File: config.mk
export PLATFORM = sky130hd
export DESIGN_NAME = abs_regs
export DESIGN_NICKNAME = d
export VERILOG_FILES = /design/src/common/abs_pkg.sv /design/src/rtl/abs_regs.sv
export SDC_FILE = /design/constraint.sdc
export NUM_CORES = 1
export LEC_CHECK = 0
export BUFFER_PORTS_ARGS = -buffer_cell sky130_fd_sc_hd__buf_2
export CORE_ASPECT_RATIO = 0.6
export CORE_UTILIZATION = 45
export CTS_BUF_LIST = sky130_fd_sc_hd__clkbuf_4 sky130_fd_sc_hd__clkbuf_8 sky130_fd_sc_hd__clkbuf_16
export DETAILED_ROUTE_END_ITERATION = 12
export PLACE_DENSITY = 0.71
export SLEW_MARGIN = 20
export SYNTH_ARGS = -nofsm -noshare
export SYNTH_HDL_FRONTEND = slang
export SYNTH_SLANG_ARGS = --single-unit
File: constraint.sdc
create_clock -name ref_clk_i -period 2.75 [get_ports ref_clk_i]
set_input_delay 0 -clock ref_clk_i [delete_from_list [all_inputs] [get_ports ref_clk_i]]
set_output_delay 0 -clock ref_clk_i [all_outputs]
set_load 0.1 [all_outputs]
File: src/common/abs_pkg.sv
// Constants, types and the register map for the bias and system control bank.
// Assumes one 40 MHz clock and a plain strobe register port from the serial front end.
// Contract
// - Bit 7 selects bias mid or twelfth level
// - Bias generator off when no input connected
// - Bits 6..0 connect bias to inputs
// - Any combination of bias connections allowed
// - Monitor codes 001 to 100 select measurements
// - Codes 101..111 enable burn-out currents
// - Supply monitors force amplifier gain one
// - Internal monitors open analog input switches
// - Bits 4:3 set calibration sample count
// - Bit 2 enables serial timeout
// - Bit 1 appends CRC byte
// - Bit 0 prepends status byte
// - System control at 09h, reset 10h
package abs_pkg;
    localparam int ADDR_W = 8;
    localparam int DATA_W = 8;
    localparam logic [ADDR_W-1:0] BIAS_ADDR = 8'h08;
    localparam logic [ADDR_W-1:0] SYSCTL_ADDR = 8'h09;
    localparam logic [DATA_W-1:0] BIAS_RESET = 8'h00;
    localparam logic [DATA_W-1:0] SYSCTL_RESET = 8'h10;
    localparam logic [DATA_W-1:0] UNMAPPED_READ = 8'h00;
    localparam logic [4:0] CAL_COUNT_1 = 5'h01;
    localparam logic [4:0] CAL_COUNT_4 = 5'h04;
    localparam logic [4:0] CAL_COUNT_8 = 5'h08;
    localparam logic [4:0] CAL_COUNT_16 = 5'h10;

    typedef enum logic [2:0] {
        MON_OFF = 3'h0,
        MON_MID_SHORT = 3'h1,
        MON_TEMP = 3'h2,
        MON_ASUPPLY = 3'h3,
        MON_DSUPPLY = 3'h4,
        MON_BURN_0P2 = 3'h5,
        MON_BURN_1 = 3'h6,
        MON_BURN_10 = 3'h7
    } abs_mon_t;

    typedef enum logic [1:0] {
        BURN_OFF = 2'h0,
        BURN_0P2UA = 2'h1,
        BURN_1UA = 2'h2,
        BURN_10UA = 2'h3
    } abs_burn_t;

    typedef struct packed {
        logic bias_level_select;
        logic bias_to_common_input;
        logic [5:0] bias_to_input;
    } abs_bias_t;

    typedef struct packed {
        abs_mon_t monitor_select;
        logic [1:0] cal_average_count;
        logic timeout_enable;
        logic crc_enable;
        logic prepend_status_enable;
    } abs_sysctl_t;

    typedef struct packed {
        logic [ADDR_W-1:0] addr;
        logic [DATA_W-1:0] wdata;
        logic wr;
        logic rd;
    } abs_req_t;

    typedef struct packed {
        logic bias_enable;
        logic bias_level_select;
        logic bias_to_common_input;
        logic [5:0] bias_to_input;
    } abs_bias_ctl_t;

    typedef struct packed {
        logic [2:0] monitor_mode;
        abs_burn_t burn_current;
        logic force_gain_one;
        logic open_input_switches;
        logic [4:0] cal_samples;
        logic timeout_enable;
        logic crc_enable;
        logic prepend_status_enable;
    } abs_sys_ctl_t;
endpackage

File: src/rtl/abs_regs.sv
// Sensor bias and system control register bank with decoded analog controls.
// Assumes the register port is driven from logic on ref_clk_i, so no synchroniser.
module abs_regs (
    input wire logic ref_clk_i,
    input wire logic rst_b_i,
    input wire abs_pkg::abs_req_t req_i,
    output logic [abs_pkg::DATA_W-1:0] rdata_o,
    output abs_pkg::abs_bias_ctl_t bias_ctl_o,
    output abs_pkg::abs_sys_ctl_t sys_ctl_o
);
    import abs_pkg::*;

    typedef struct packed {
        abs_bias_t bias;
        abs_sysctl_t sysctl;
        logic [DATA_W-1:0] rdata;
        abs_bias_ctl_t bias_ctl;
        abs_sys_ctl_t sys_ctl;
    } abs_state_t;

    abs_state_t st;
    abs_state_t next_st;

    function automatic logic [4:0] cal_count(input logic [1:0] code);
        unique case (code)
            2'h0: cal_count = CAL_COUNT_1;
            2'h1: cal_count = CAL_COUNT_4;
            2'h2: cal_count = CAL_COUNT_8;
            2'h3: cal_count = CAL_COUNT_16;
        endcase
    endfunction

    always_comb begin
        next_st = st;
        if (req_i.wr) begin
            if (req_i.addr == BIAS_ADDR) begin
                next_st.bias = abs_bias_t'(req_i.wdata);
            end
            if (req_i.addr == SYSCTL_ADDR) begin
                next_st.sysctl = abs_sysctl_t'(req_i.wdata);
            end
        end
        if (req_i.rd) begin
            if (req_i.addr == BIAS_ADDR) begin
                next_st.rdata = st.bias;
            end else if (req_i.addr == SYSCTL_ADDR) begin
                next_st.rdata = st.sysctl;
            end else begin
                next_st.rdata = UNMAPPED_READ;
            end
        end
        next_st.bias_ctl.bias_level_select = next_st.bias.bias_level_select;
        next_st.bias_ctl.bias_to_common_input = next_st.bias.bias_to_common_input;
        next_st.bias_ctl.bias_to_input = next_st.bias.bias_to_input;
        next_st.bias_ctl.bias_enable = next_st.bias.bias_to_common_input
            | (|next_st.bias.bias_to_input);
        next_st.sys_ctl.monitor_mode = next_st.sysctl.monitor_select;
        unique case (next_st.sysctl.monitor_select)
            MON_BURN_0P2: next_st.sys_ctl.burn_current = BURN_0P2UA;
            MON_BURN_1: next_st.sys_ctl.burn_current = BURN_1UA;
            MON_BURN_10: next_st.sys_ctl.burn_current = BURN_10UA;
            default: next_st.sys_ctl.burn_current = BURN_OFF;
        endcase
        next_st.sys_ctl.force_gain_one = (next_st.sysctl.monitor_select == MON_ASUPPLY)
            || (next_st.sysctl.monitor_select == MON_DSUPPLY);
        next_st.sys_ctl.open_input_switches = (next_st.sysctl.monitor_select != MON_OFF)
            && (next_st.sysctl.monitor_select <= MON_DSUPPLY);
        next_st.sys_ctl.cal_samples = cal_count(next_st.sysctl.cal_average_count);
        next_st.sys_ctl.timeout_enable = next_st.sysctl.timeout_enable;
        next_st.sys_ctl.crc_enable = next_st.sysctl.crc_enable;
        next_st.sys_ctl.prepend_status_enable = next_st.sysctl.prepend_status_enable;
    end

    always_ff @(posedge ref_clk_i or negedge rst_b_i) begin
        if (!rst_b_i) begin
            st.bias <= abs_bias_t'(BIAS_RESET);
            st.sysctl <= abs_sysctl_t'(SYSCTL_RESET);
            st.rdata <= UNMAPPED_READ;
            st.bias_ctl <= '0;
            st.sys_ctl <= '0;
            st.sys_ctl.cal_samples <= CAL_COUNT_8;
        end else begin
            st <= next_st;
        end
    end

    assign rdata_o = st.rdata;
    assign bias_ctl_o = st.bias_ctl;
    assign sys_ctl_o = st.sys_ctl;

    bias_off_empty_a: assert property (@(posedge ref_clk_i) disable iff (!rst_b_i)
        (bias_ctl_o.bias_to_input == '0 && !bias_ctl_o.bias_to_common_input)
        |-> !bias_ctl_o.bias_enable) else $error("bias on without input");
    bias_write_level_a: assert property (@(posedge ref_clk_i) disable iff (!rst_b_i)
        (req_i.wr && req_i.addr == BIAS_ADDR)
        |=> bias_ctl_o.bias_level_select == $past(req_i.wdata[7])) else $error("level");
    bias_write_conn_a: assert property (@(posedge ref_clk_i) disable iff (!rst_b_i)
        (req_i.wr && req_i.addr == BIAS_ADDR) |=> {bias_ctl_o.bias_to_common_input,
        bias_ctl_o.bias_to_input} == $past(req_i.wdata[6:0])) else $error("conn");
    burn_current_sel_a: assert property (@(posedge ref_clk_i) disable iff (!rst_b_i)
        (sys_ctl_o.monitor_mode >= 3'h5)
        == (sys_ctl_o.burn_current != BURN_OFF)) else $error("burn current");
    gain_force_one_a: assert property (@(posedge ref_clk_i) disable iff (!rst_b_i)
        (req_i.wr && req_i.addr == SYSCTL_ADDR && req_i.wdata[7:5] == 3'h3)
        |=> sys_ctl_o.force_gain_one && sys_ctl_o.open_input_switches) else $error("gain");
    switch_open_temp_a: assert property (@(posedge ref_clk_i) disable iff (!rst_b_i)
        (sys_ctl_o.monitor_mode == 3'h2) |-> sys_ctl_o.open_input_switches
        && !sys_ctl_o.force_gain_one) else $error("temp switches");
    cal_samples_map_a: assert property (@(posedge ref_clk_i) disable iff (!rst_b_i)
        (req_i.wr && req_i.addr == SYSCTL_ADDR && req_i.wdata[4:3] == 2'h3)
        |=> sys_ctl_o.cal_samples == CAL_COUNT_16) else $error("cal samples");
    sys_readback_a: assert property (@(posedge ref_clk_i) disable iff (!rst_b_i)
        (req_i.wr && req_i.addr == SYSCTL_ADDR) ##1 (req_i.rd && !req_i.wr
        && req_i.addr == SYSCTL_ADDR) |=> rdata_o == $past(req_i.wdata, 2)) else $error("rb");
    sys_flags_a: assert property (@(posedge ref_clk_i) disable iff (!rst_b_i)
        (req_i.wr && req_i.addr == SYSCTL_ADDR) |=> {sys_ctl_o.timeout_enable,
        sys_ctl_o.crc_enable, sys_ctl_o.prepend_status_enable}
        == $past(req_i.wdata[2:0])) else $error("flags");
endmodule

* Word level (Yosys, flattened, before mapping)
Index checks and enable logic that the tools add are counted.
** Operators by class
- Equal/unequal tests :: 10
- Bitwise logic cells :: 1
- Order comparisons :: 1
- Reductions and logical operators :: 7
- Mux-type cells :: 7
** Operators with widths (count)
- two-way mux 8 bit :: 3
- case mux 5 bit (4 select lines) :: 1
- equality test 8 x 4 -> 1 bit (second input constant) :: 2
- two-way mux 15 bit :: 1
- equality test 3 bit (second input constant) :: 4
- two-way mux 7 bit :: 1
- case mux 2 bit (3 select lines) :: 1
- OR reduction 6 bit :: 1
- equality test 2 bit (second input constant) :: 2
- AND reduction 2 bit :: 2
- equality test 3 x 2 -> 1 bit (second input constant) :: 1
- less-or-equal comparator 3 bit (second input constant) :: 1
- nonzero test 3 bit :: 1
- equality test 2 x 1 -> 1 bit (second input constant) :: 1
- logical NOT 2 bit :: 1
- logical AND 1 bit :: 1
- logical OR 1 bit :: 1
- OR 1 bit :: 1
** Word-level totals
- Output and inout bits :: 32
- Word-level logic and storage cells :: 40
- Register bits after elaboration :: 34
- Bits of input ports :: 20

* Depth between registers and ports, before layout
Gate-level depths: netlist (run 1).
- Word-level depth :: 5
- Gate-level depth with buffers :: 4
- Gate-level depth less buffers :: 3

* Worst setup path after synthesis (run 1)
No wires, ideal clock.
- Path type :: register to register
- Start :: reg, netlist name bias_ctl_o[4]
- End :: reg st, in the netlist bias_ctl_o[8]
- Stages on the path, launching flop included :: 4
- Data arrival time :: 1119 ps
- Setup slack :: 1499 ps
- Clock period less this slack :: 1251 ps
- Required time :: 2618 ps
- Library setup time :: 132 ps
- Buffers on the path :: 0
- Cell sequence :: dfrtp_1 or4_1 nor4_1 mux2i_1
** RTL lines
- end signal, assigned :: line abs_regs.sv:83 : st <= next_st;
- end, declared :: line abs_regs.sv:21 : abs_state_t st;

==> key figures, run 1 <==
Yosys
  – Seq cells post-synth: 33
  – Synth Net Count: roughly 170
  – Sequential share of the synthesized area: 0.4702
  – Synth Instances: about 150
  – Avg Synthesized Cell Area: 11.82 µm²
  – Mapped cell area: 1762 µm²
  – Top FF cell, synth: dfrtp_1
  – Number of synthesized flops with an enable pin: 0
  – Number of library cell types mapped by synthesis: 25
  – Post-synthesis async set-or-reset flop share: 1.000
  – Warning count from the yosys run: 0

Critical path
  – Cells on worst reg2reg path: 3
  – Crit path buffers/inverters: 0
  – RR Endpoint: bias_ctl_o[8]$_DFF_PN0_
  – WS Path Type: reg -> reg
  – Stages on the worst setup path: 3
  – Crit end category: register
  – Reg-to-Reg Start: bias_ctl_o[4]$_DFF_PN0_
  – Required time worst endpoint: between 2 and 3 ns
  – Worst Path Arrival: around 1.5 ns
  – CP Cell Sequence: or4_1 > nor4_1 > mux2i_1
  – CP max FO: 4
  – R2r setup slk: approximately 1.4 ns
  – Critical path's largest stage delay: ~0.54 ns
  – CP startpoint kind: register
  – Top delay family on crit path: simple AND/OR/NAND/NOR gates
  – Slowest cell on the critical path: or4_1

GRT
  – Total GRT Usage: 0.1770
  – First-pass GRT wire length: around 5.2 mm
  – Pin count of the biggest net entering global routing: 34
  – Number of antenna violations at the first check in global routing: 0
  – Global route overflow: 0
  – Number of global-route vias before repair: about 1100

Layout
  – Net count, final: slightly below 200
  – Antenna Cells: 0
  – Commonest non-fill, non-tap cell in the layout: buf_2
  – Commonest non-fill, non-tap cells in the layout: buf_2 (50), dfrtp_1 (31), mux2i_1 (16)
  – Fraction of layout cells with a size suffix above 1: 0.4520
  – Area growth from synthesis to layout: 10.94%
  – Fill cells: 354

Routing
  – Antenna-violating nets left: 0
  – Average wire per standard cell: roughly 14 µm
  – Total number of vias: 1119
  – Drt via density: 4.996
  – DRT iter0 DRCs: 18
  – First-pass DRT Iterations: 4
  – Total routed wirelength: 3.231 mm
  – DR DRC count: 0

Timing
  – Fin crit period: about 1.4 ns
  – Fmax: just over 0.7 GHz
  – Max Slew Vio Count: 0
  – Setup_tns: 0 ns
  – Slew @ Worst Pin: just over 0.7 ns
  – RSZ-0062 raised after global routing: false
  – Setup Skew: ~0.0023 ns
  – Final period utilization: 0.5025
  – Final Setup Violations: 0
  – Relative slew slack: 0.5192
  – Fin. Hold Viols: 0

Floorplan
  – IO Pins: 52
  – Chip width: between 80 and 90 µm
  – DIE AREA: 4177 µm²
  – Site row count: 17
  – Core ar.: 3701 µm²
  – Die Y: about 50 µm
  – Starting density of the core: 0.4760

Min path
  – HP Start: req_i[7]
  – Worst hold path class: in -> reg
  – Hold Path End: sys_ctl_o[10]$_DFF_PN0_
  – WHS Path Cells: 3

Clock network
  – H-tree Lvls: 2
  – Clock Sinks: 33
  – Clock buffer depth: 2
  – Reg clk slew, reported paths: roughly 0.06 ns
  – CTS tree: built
  – Post-CTS setup buffers: 0
  – Clk_lat worst skew: roughly 0.28 ns
  – CTS Root Cell: clkbuf_8
  – TritonCTS buffer count: 5

Flow run
  – Max-capacitance violation count: 0

Placed design
  – Placer's final routability congestion estimate: 0.8296
  – PortBufs: 50
  – DP HPWL: between 2 and 2.5 mm

Pwr
  – Maximum vdd ir drop: 307.1 µV
  – PwrDens: slightly below 600 nW/µm²
  – Leakage: roughly 1.1 nW
  – Total Power: between 1 and 1.5 mW

Status
  – Outcome: finished, final reports clean
worst register-to-register path: cells and delay by family (launching register included):
kind          cells  cell delay (ns)
simple gates      2             0.75
flops             1             0.40
mux               1             0.10
kinds of logic (layout without fill, tap and decap cells):
group                  count (synthesis)  count (layout)  share of synthesized area
multiplexers                          33              33                     0.2060
XOR/XNOR                               2               2                   0.009945
flip-flops                            33              33                     0.4702
AND/OR/NAND/NOR                       26              26                     0.1087
AO/OA/AOI/OAI                         10              10                    0.03409
other                                  1               1                   0.002129
buffers and inverters                 44              72                     0.1690
what timing repair did:
item / in CTS / in global routing
endpoints found under the setup margin: 0 / 0
endpoints found under the hold margin: 39 / 0
resized for setup: 0 / 0
hold buffers: 6 / 0
per-layer routing:
layer | track usage | share of wire
met5 | 0 | 0
met4 | 0.09483 | 0.019
met3 | 0.06727 | 0.066
met2 | 0.2582 | 0.45
met1 | 0.2258 | 0.47
where the power goes:
part / internal [mW] / switching (mW) / total (mW)
sequential: 0.507 / 0.0152 / 0.522
clock: 0.209 / 0.168 / 0.377
combinational: 0.0572 / 0.202 / 0.259
total: 0.774 / 0.385 / 1.16
final cells by class:
cell class | count | area [µm²] | share of cell area
repair buffers | 56 | 310.3 | 0.1588
flip-flops and latches | 33 | 828.3 | 0.4238
multi-input cells | 72 | 635.6 | 0.3252
well taps | 47 | 58.81 | 0.03009
clock buffers | 8 | 91.34 | 0.04674
inverters | 8 | 30.03 | 0.01536
cells in the mapped netlist, types with 2 or more instances:
library cell | number | area [µm²]
a21oi_1 | 2 | 10.01
and3b_1 | 3 | 26.28
buf_4 | 33 | 247.7
dfrtp_1 | 31 | 775.7
dfstp_2 | 2 | 52.55
inv_1 | 8 | 30.03
mux2_2 | 14 | 157.7
mux2_4 | 3 | 45.04
mux2i_1 | 16 | 160.2
nand2_1 | 7 | 26.28
nand2b_1 | 4 | 25.02
nor2_1 | 4 | 15.01
nor4b_4 | 2 | 47.55
o22ai_1 | 8 | 50.05
xor2_1 | 2 | 17.52
state kept, by name, indices dropped and copies added, names as in the netlist:
register	count
bias_ctl_o	9
rdata_o	8
st	2
sys_ctl_o	14
per-stage QoR:
step / instances / utilization / instance area (µm²) / worst slack, ns / hold slack (ns)
after global placement: 210 / 0.4872 / 1803 / 1.308 / 0.08156
after global routing: 224 / 0.5281 / 1954 / 1.265 / 0.02660
after CTS: 224 / 0.5281 / 1954 / 1.347 / 0.004596
after detailed placement: 210 / 0.4872 / 1803 / 1.257 / 0.09863
final: 224 / 0.5281 / 1954 / 1.368 / 0.008622
after floorplan: 149 / - / 1762 / 1.499 / -0.2956
worst max path at each step:
stage	startpoint	end	slack (ns)
after global placement	req_i[16]	bias_ctl_o[0]$_DFF_PN0_	1.31
final	bias_ctl_o[4]$_DFF_PN0_	bias_ctl_o[8]$_DFF_PN0_	1.37
after floorplan	bias_ctl_o[4]$_DFF_PN0_	bias_ctl_o[8]$_DFF_PN0_	1.50
after CTS	bias_ctl_o[4]$_DFF_PN0_	bias_ctl_o[8]$_DFF_PN0_	1.35
after global routing	bias_ctl_o[4]$_DFF_PN0_	bias_ctl_o[8]$_DFF_PN0_	1.26
after detailed placement	req_i[16]	bias_ctl_o[3]$_DFF_PN0_	1.26
Power figures use the tool's default switching activity.
==> run 2, diff against run 1 <==
--- a/config.mk
+++ b/config.mk
@@ -5,12 +5,13 @@
 export SDC_FILE = /design/constraint.sdc
 export NUM_CORES = 1
 export LEC_CHECK = 0
+export ABC_AREA = 1
 export BUFFER_PORTS_ARGS = -buffer_cell sky130_fd_sc_hd__buf_2
 export CORE_ASPECT_RATIO = 0.6
 export CORE_UTILIZATION = 45
 export CTS_BUF_LIST = sky130_fd_sc_hd__clkbuf_4 sky130_fd_sc_hd__clkbuf_8 sky130_fd_sc_hd__clkbuf_16
 export DETAILED_ROUTE_END_ITERATION = 12
-export PLACE_DENSITY = 0.71
+export PLACE_DENSITY = 0.74
 export SLEW_MARGIN = 20
 export SYNTH_ARGS = -nofsm -noshare
 export SYNTH_HDL_FRONTEND = slang
==> constraint.sdc (replaced) <==
create_clock -name ref_clk_i -period 1.2 [get_ports ref_clk_i]
set_input_delay 0 -clock ref_clk_i [delete_from_list [all_inputs] [get_ports ref_clk_i]]
set_output_delay 0 -clock ref_clk_i [all_outputs]
set_load 0.1 [all_outputs]
==> run 2 against run 1 <==
Net effect: utilization up 3.1 points; clock-buffer cell count down 3; worst setup slack lost 1.3 ns; global-route usage is 1.1 points higher; critical endpoint is now sys_ctl_o[12]; largest power group is now clock.
==> key figures, run 2 <==
Status
  – Outcome: finished, final reports clean

Floorplan
  – Site row count: 17
  – Starting density of the core: 0.4787
  – IO Pins: 52
  – DIE AREA: 4223 µm²
  – Core ar.: about 3700 µm²
  – Die Y: approximately 51 µm
  – Chip width: around 83 µm

Layout
  – Area growth from synthesis to layout: 16.78%
  – Antenna Cells: 0
  – Fraction of layout cells with a size suffix above 1: 0.3307
  – Design Area, Final: approximately 2100 µm²
  – Commonest non-fill, non-tap cell in the layout: buf_2
  – Commonest non-fill, non-tap cells in the layout: buf_2 (48), nand2_1 (47), inv_1 (33)
  – Register Area: 828.3 µm²
  – Fill cells: ~360
  – Multi-input logic area: about 550 µm²
  – Max FFs per register: 14
  – Net count, final: roughly 270

Pwr
  – Internal power: approximately 2.1 mW
  – PwrDens: about 1500 nW/µm²
  – Maximum vdd ir drop: between 800 and 900 µV
  – Gate power share: 0.222
  – Switching power: about 1 mW
  – Clk network pwr share: 0.396
  – Leakage: roughly 1.1 nW
  – Sequential power share: 0.382
  – Sw Share: 0.3256

Clock network
  – Reg clk slew, reported paths: about 0.070 ns
  – Clock Sinks: 33
  – H-tree Lvls: 2
  – Clock buffer depth: 2
  – TritonCTS buffer count: 5
  – Post-CTS setup buffers: 0
  – CTS tree: built
  – Clk_lat worst skew: about 0.29 ns
  – CTS Root Cell: clkbuf_8

Yosys
  – Number of library cell types mapped by synthesis: 20
  – Cell with the most instances after synthesis: nand2_1
  – Synth Instances: 219
  – Seq cells post-synth: 33
  – Avg Synthesized Cell Area: 8.136 µm²
  – Sequential share of the synthesized area: 0.4649
  – Largest cells by area after synthesis: dfrtp_1 (44%), buf_4 (14%), nand2_1 (9.9%)
  – Synth Net Count: approximately 240
  – Synth area leader: dfrtp_1
  – Synth top cells by count: nand2_1 (47), buf_4 (34), inv_1 (33)
  – Warning count from the yosys run: 0
  – Number of synthesized flops with an enable pin: 0
  – Top FF cell, synth: dfrtp_1
  – Post-synth top area share: 0.4354
  – Post-synthesis async set-or-reset flop share: 1.000
  – Mapped cell area: between 1500 and 2000 µm²

Timing
  – RSZ-0062 raised after global routing: false
  – Setup_tns: 0 ns
  – Max Slew Vio Count: 0
  – Final Setup Violations: 0
  – Fin. Hold Viols: 0
  – Fmax: around 0.9 GHz
  – Final period utilization: 0.9405
  – Fin crit period: 1.129 ns
  – Setup Skew: approximately 0.009 ns

GRT
  – Number of antenna violations at the first check in global routing: 0
  – First-pass GRT wire length: between 5 and 6 mm
  – Pin count of the biggest net entering global routing: 34
  – Global route overflow: 0
  – Total GRT Usage: 0.1882
  – Number of global-route vias before repair: 1252

Critical path
  – Setup crit end: sys_ctl_o[12]
  – Slowest cell on the critical path: buf_2
  – Reg-to-Reg Start: st[36]$_DFF_PN1_
  – R2r setup slk: 0.21 ns
  – CP startpoint kind: register
  – Worst Path Arrival: 1.13 ns
  – Crit end category: output port
  – CP Cell Sequence: buf_2
  – WS Path Type: reg -> out
  – Cells on worst reg2reg path: 5
  – Top delay family on crit path: buffers and inverters
  – Stages on the worst setup path: 1
  – Crit path buffers/inverters: 1
  – Critical path's largest stage delay: 0.44 ns
  – CP startpoint: sys_ctl_o[12]$_DFF_PN0_
  – Required time worst endpoint: roughly 1.2 ns
  – RR Endpoint: sys_ctl_o[5]$_DFF_PN0_
  – CP max FO: 4

Routing
  – DR DRC count: 0
  – Total number of vias: between 1000 and 1500
  – Average wire per standard cell: 11.90 µm
  – Antenna-violating nets left: 0
  – First-pass DRT Iterations: 4
  – DRT iter0 DRCs: 72
  – Drt via density: 4.538
  – Total routed wirelength: roughly 3.6 mm

Min path
  – Worst hold path class: in -> reg
  – WHS Path Cells: 3
  – HP Start: req_i[6]

Flow run
  – Max-capacitance violation count: 0

Placed design
  – Placer's final routability congestion estimate: just under 0.8
  – Post-DP Area: about 1900 µm²
  – DP HPWL: 2.624 mm
  – PortBufs: 50
run 2: how the worst min path moves through the flow:
| stage | end | slack [ns] |
|---|---|---|
| 2_1_floorplan | bias_ctl_o[0]$_DFF_PN0_ | -0.30 |
| 3_5_place_dp | rdata_o[3]$_DFFE_PN0P_ | 0.05 |
| 6_report | st[36]$_DFF_PN1_ | 0.02 |
| 3_3_place_gp | rdata_o[2]$_DFFE_PN0P_ | 0.04 |
| 5_1_grt | st[36]$_DFF_PN1_ | 0.03 |
| 4_1_cts | sys_ctl_o[6]$_DFF_PN1_ | 0.01 |
run 2: logic make-up (layout without fill, tap and decap cells):
logic type	after synthesis	after routing	share of synthesized area
buf+inv	70	105	0.2275
other cells	1	1	0.002105
simple gates	91	91	0.2317
flops	33	33	0.4649
compound gates	24	24	0.07374
run 2: power by group through the flow:
stage / Sequential [mW] / Clock, mW / Combinational, mW
final: 1.21 / 1.25 / 0.702
after global routing: 1.21 / 1.31 / 0.739
after global placement: 1.23 / 0 / 0.682
after detailed placement: 1.23 / 0 / 0.688
after CTS: 1.21 / 1.27 / 0.706
after floorplan: 1.22 / 0 / 0.620
run 2: through the flow:
stage	utilization	cells	hold WS, ns	power [mW]	worst slack (ns)
2_1_floorplan	-	219	-0.2956	1.838	0.2520
3_3_place_gp	0.5062	287	0.04485	1.908	0.07223
3_5_place_dp	0.5062	287	0.04882	1.916	0.01330
4_1_cts	0.5583	301	0.01107	3.185	0.02808
5_1_grt	0.5590	301	0.03003	3.264	0.02702
6_report	0.5590	301	0.01527	3.158	0.07138
run 2: cell type report:
type,count,share of cell area
clock buffers,5,0.03307
clock inverters,3,0.03127
inverters,33,0.05953
multi-input cells,116,0.2634
flip-flops and latches,33,0.3981
well taps,47,0.02826
repair buffers,64,0.1864
run 2: layer usage:
| layer | vias to the layer above | part of all wire | GRT usage |
|---|---|---|---|
| met5 | - | 0 | 0 |
| met4 | 0 | 0.019 | 0.08621 |
| met3 | 8 | 0.075 | 0.06086 |
| met2 | 49 | 0.42 | 0.2691 |
| met1 | 612 | 0.49 | 0.2591 |
| li1 | 697 | - | - |
run 2: repair_timing:
action,4_1_cts,5_1_grt
resized for setup,0,1
setup endpoints to repair,0,1
hold endpoints to repair,36,0
hold buffers,6,0
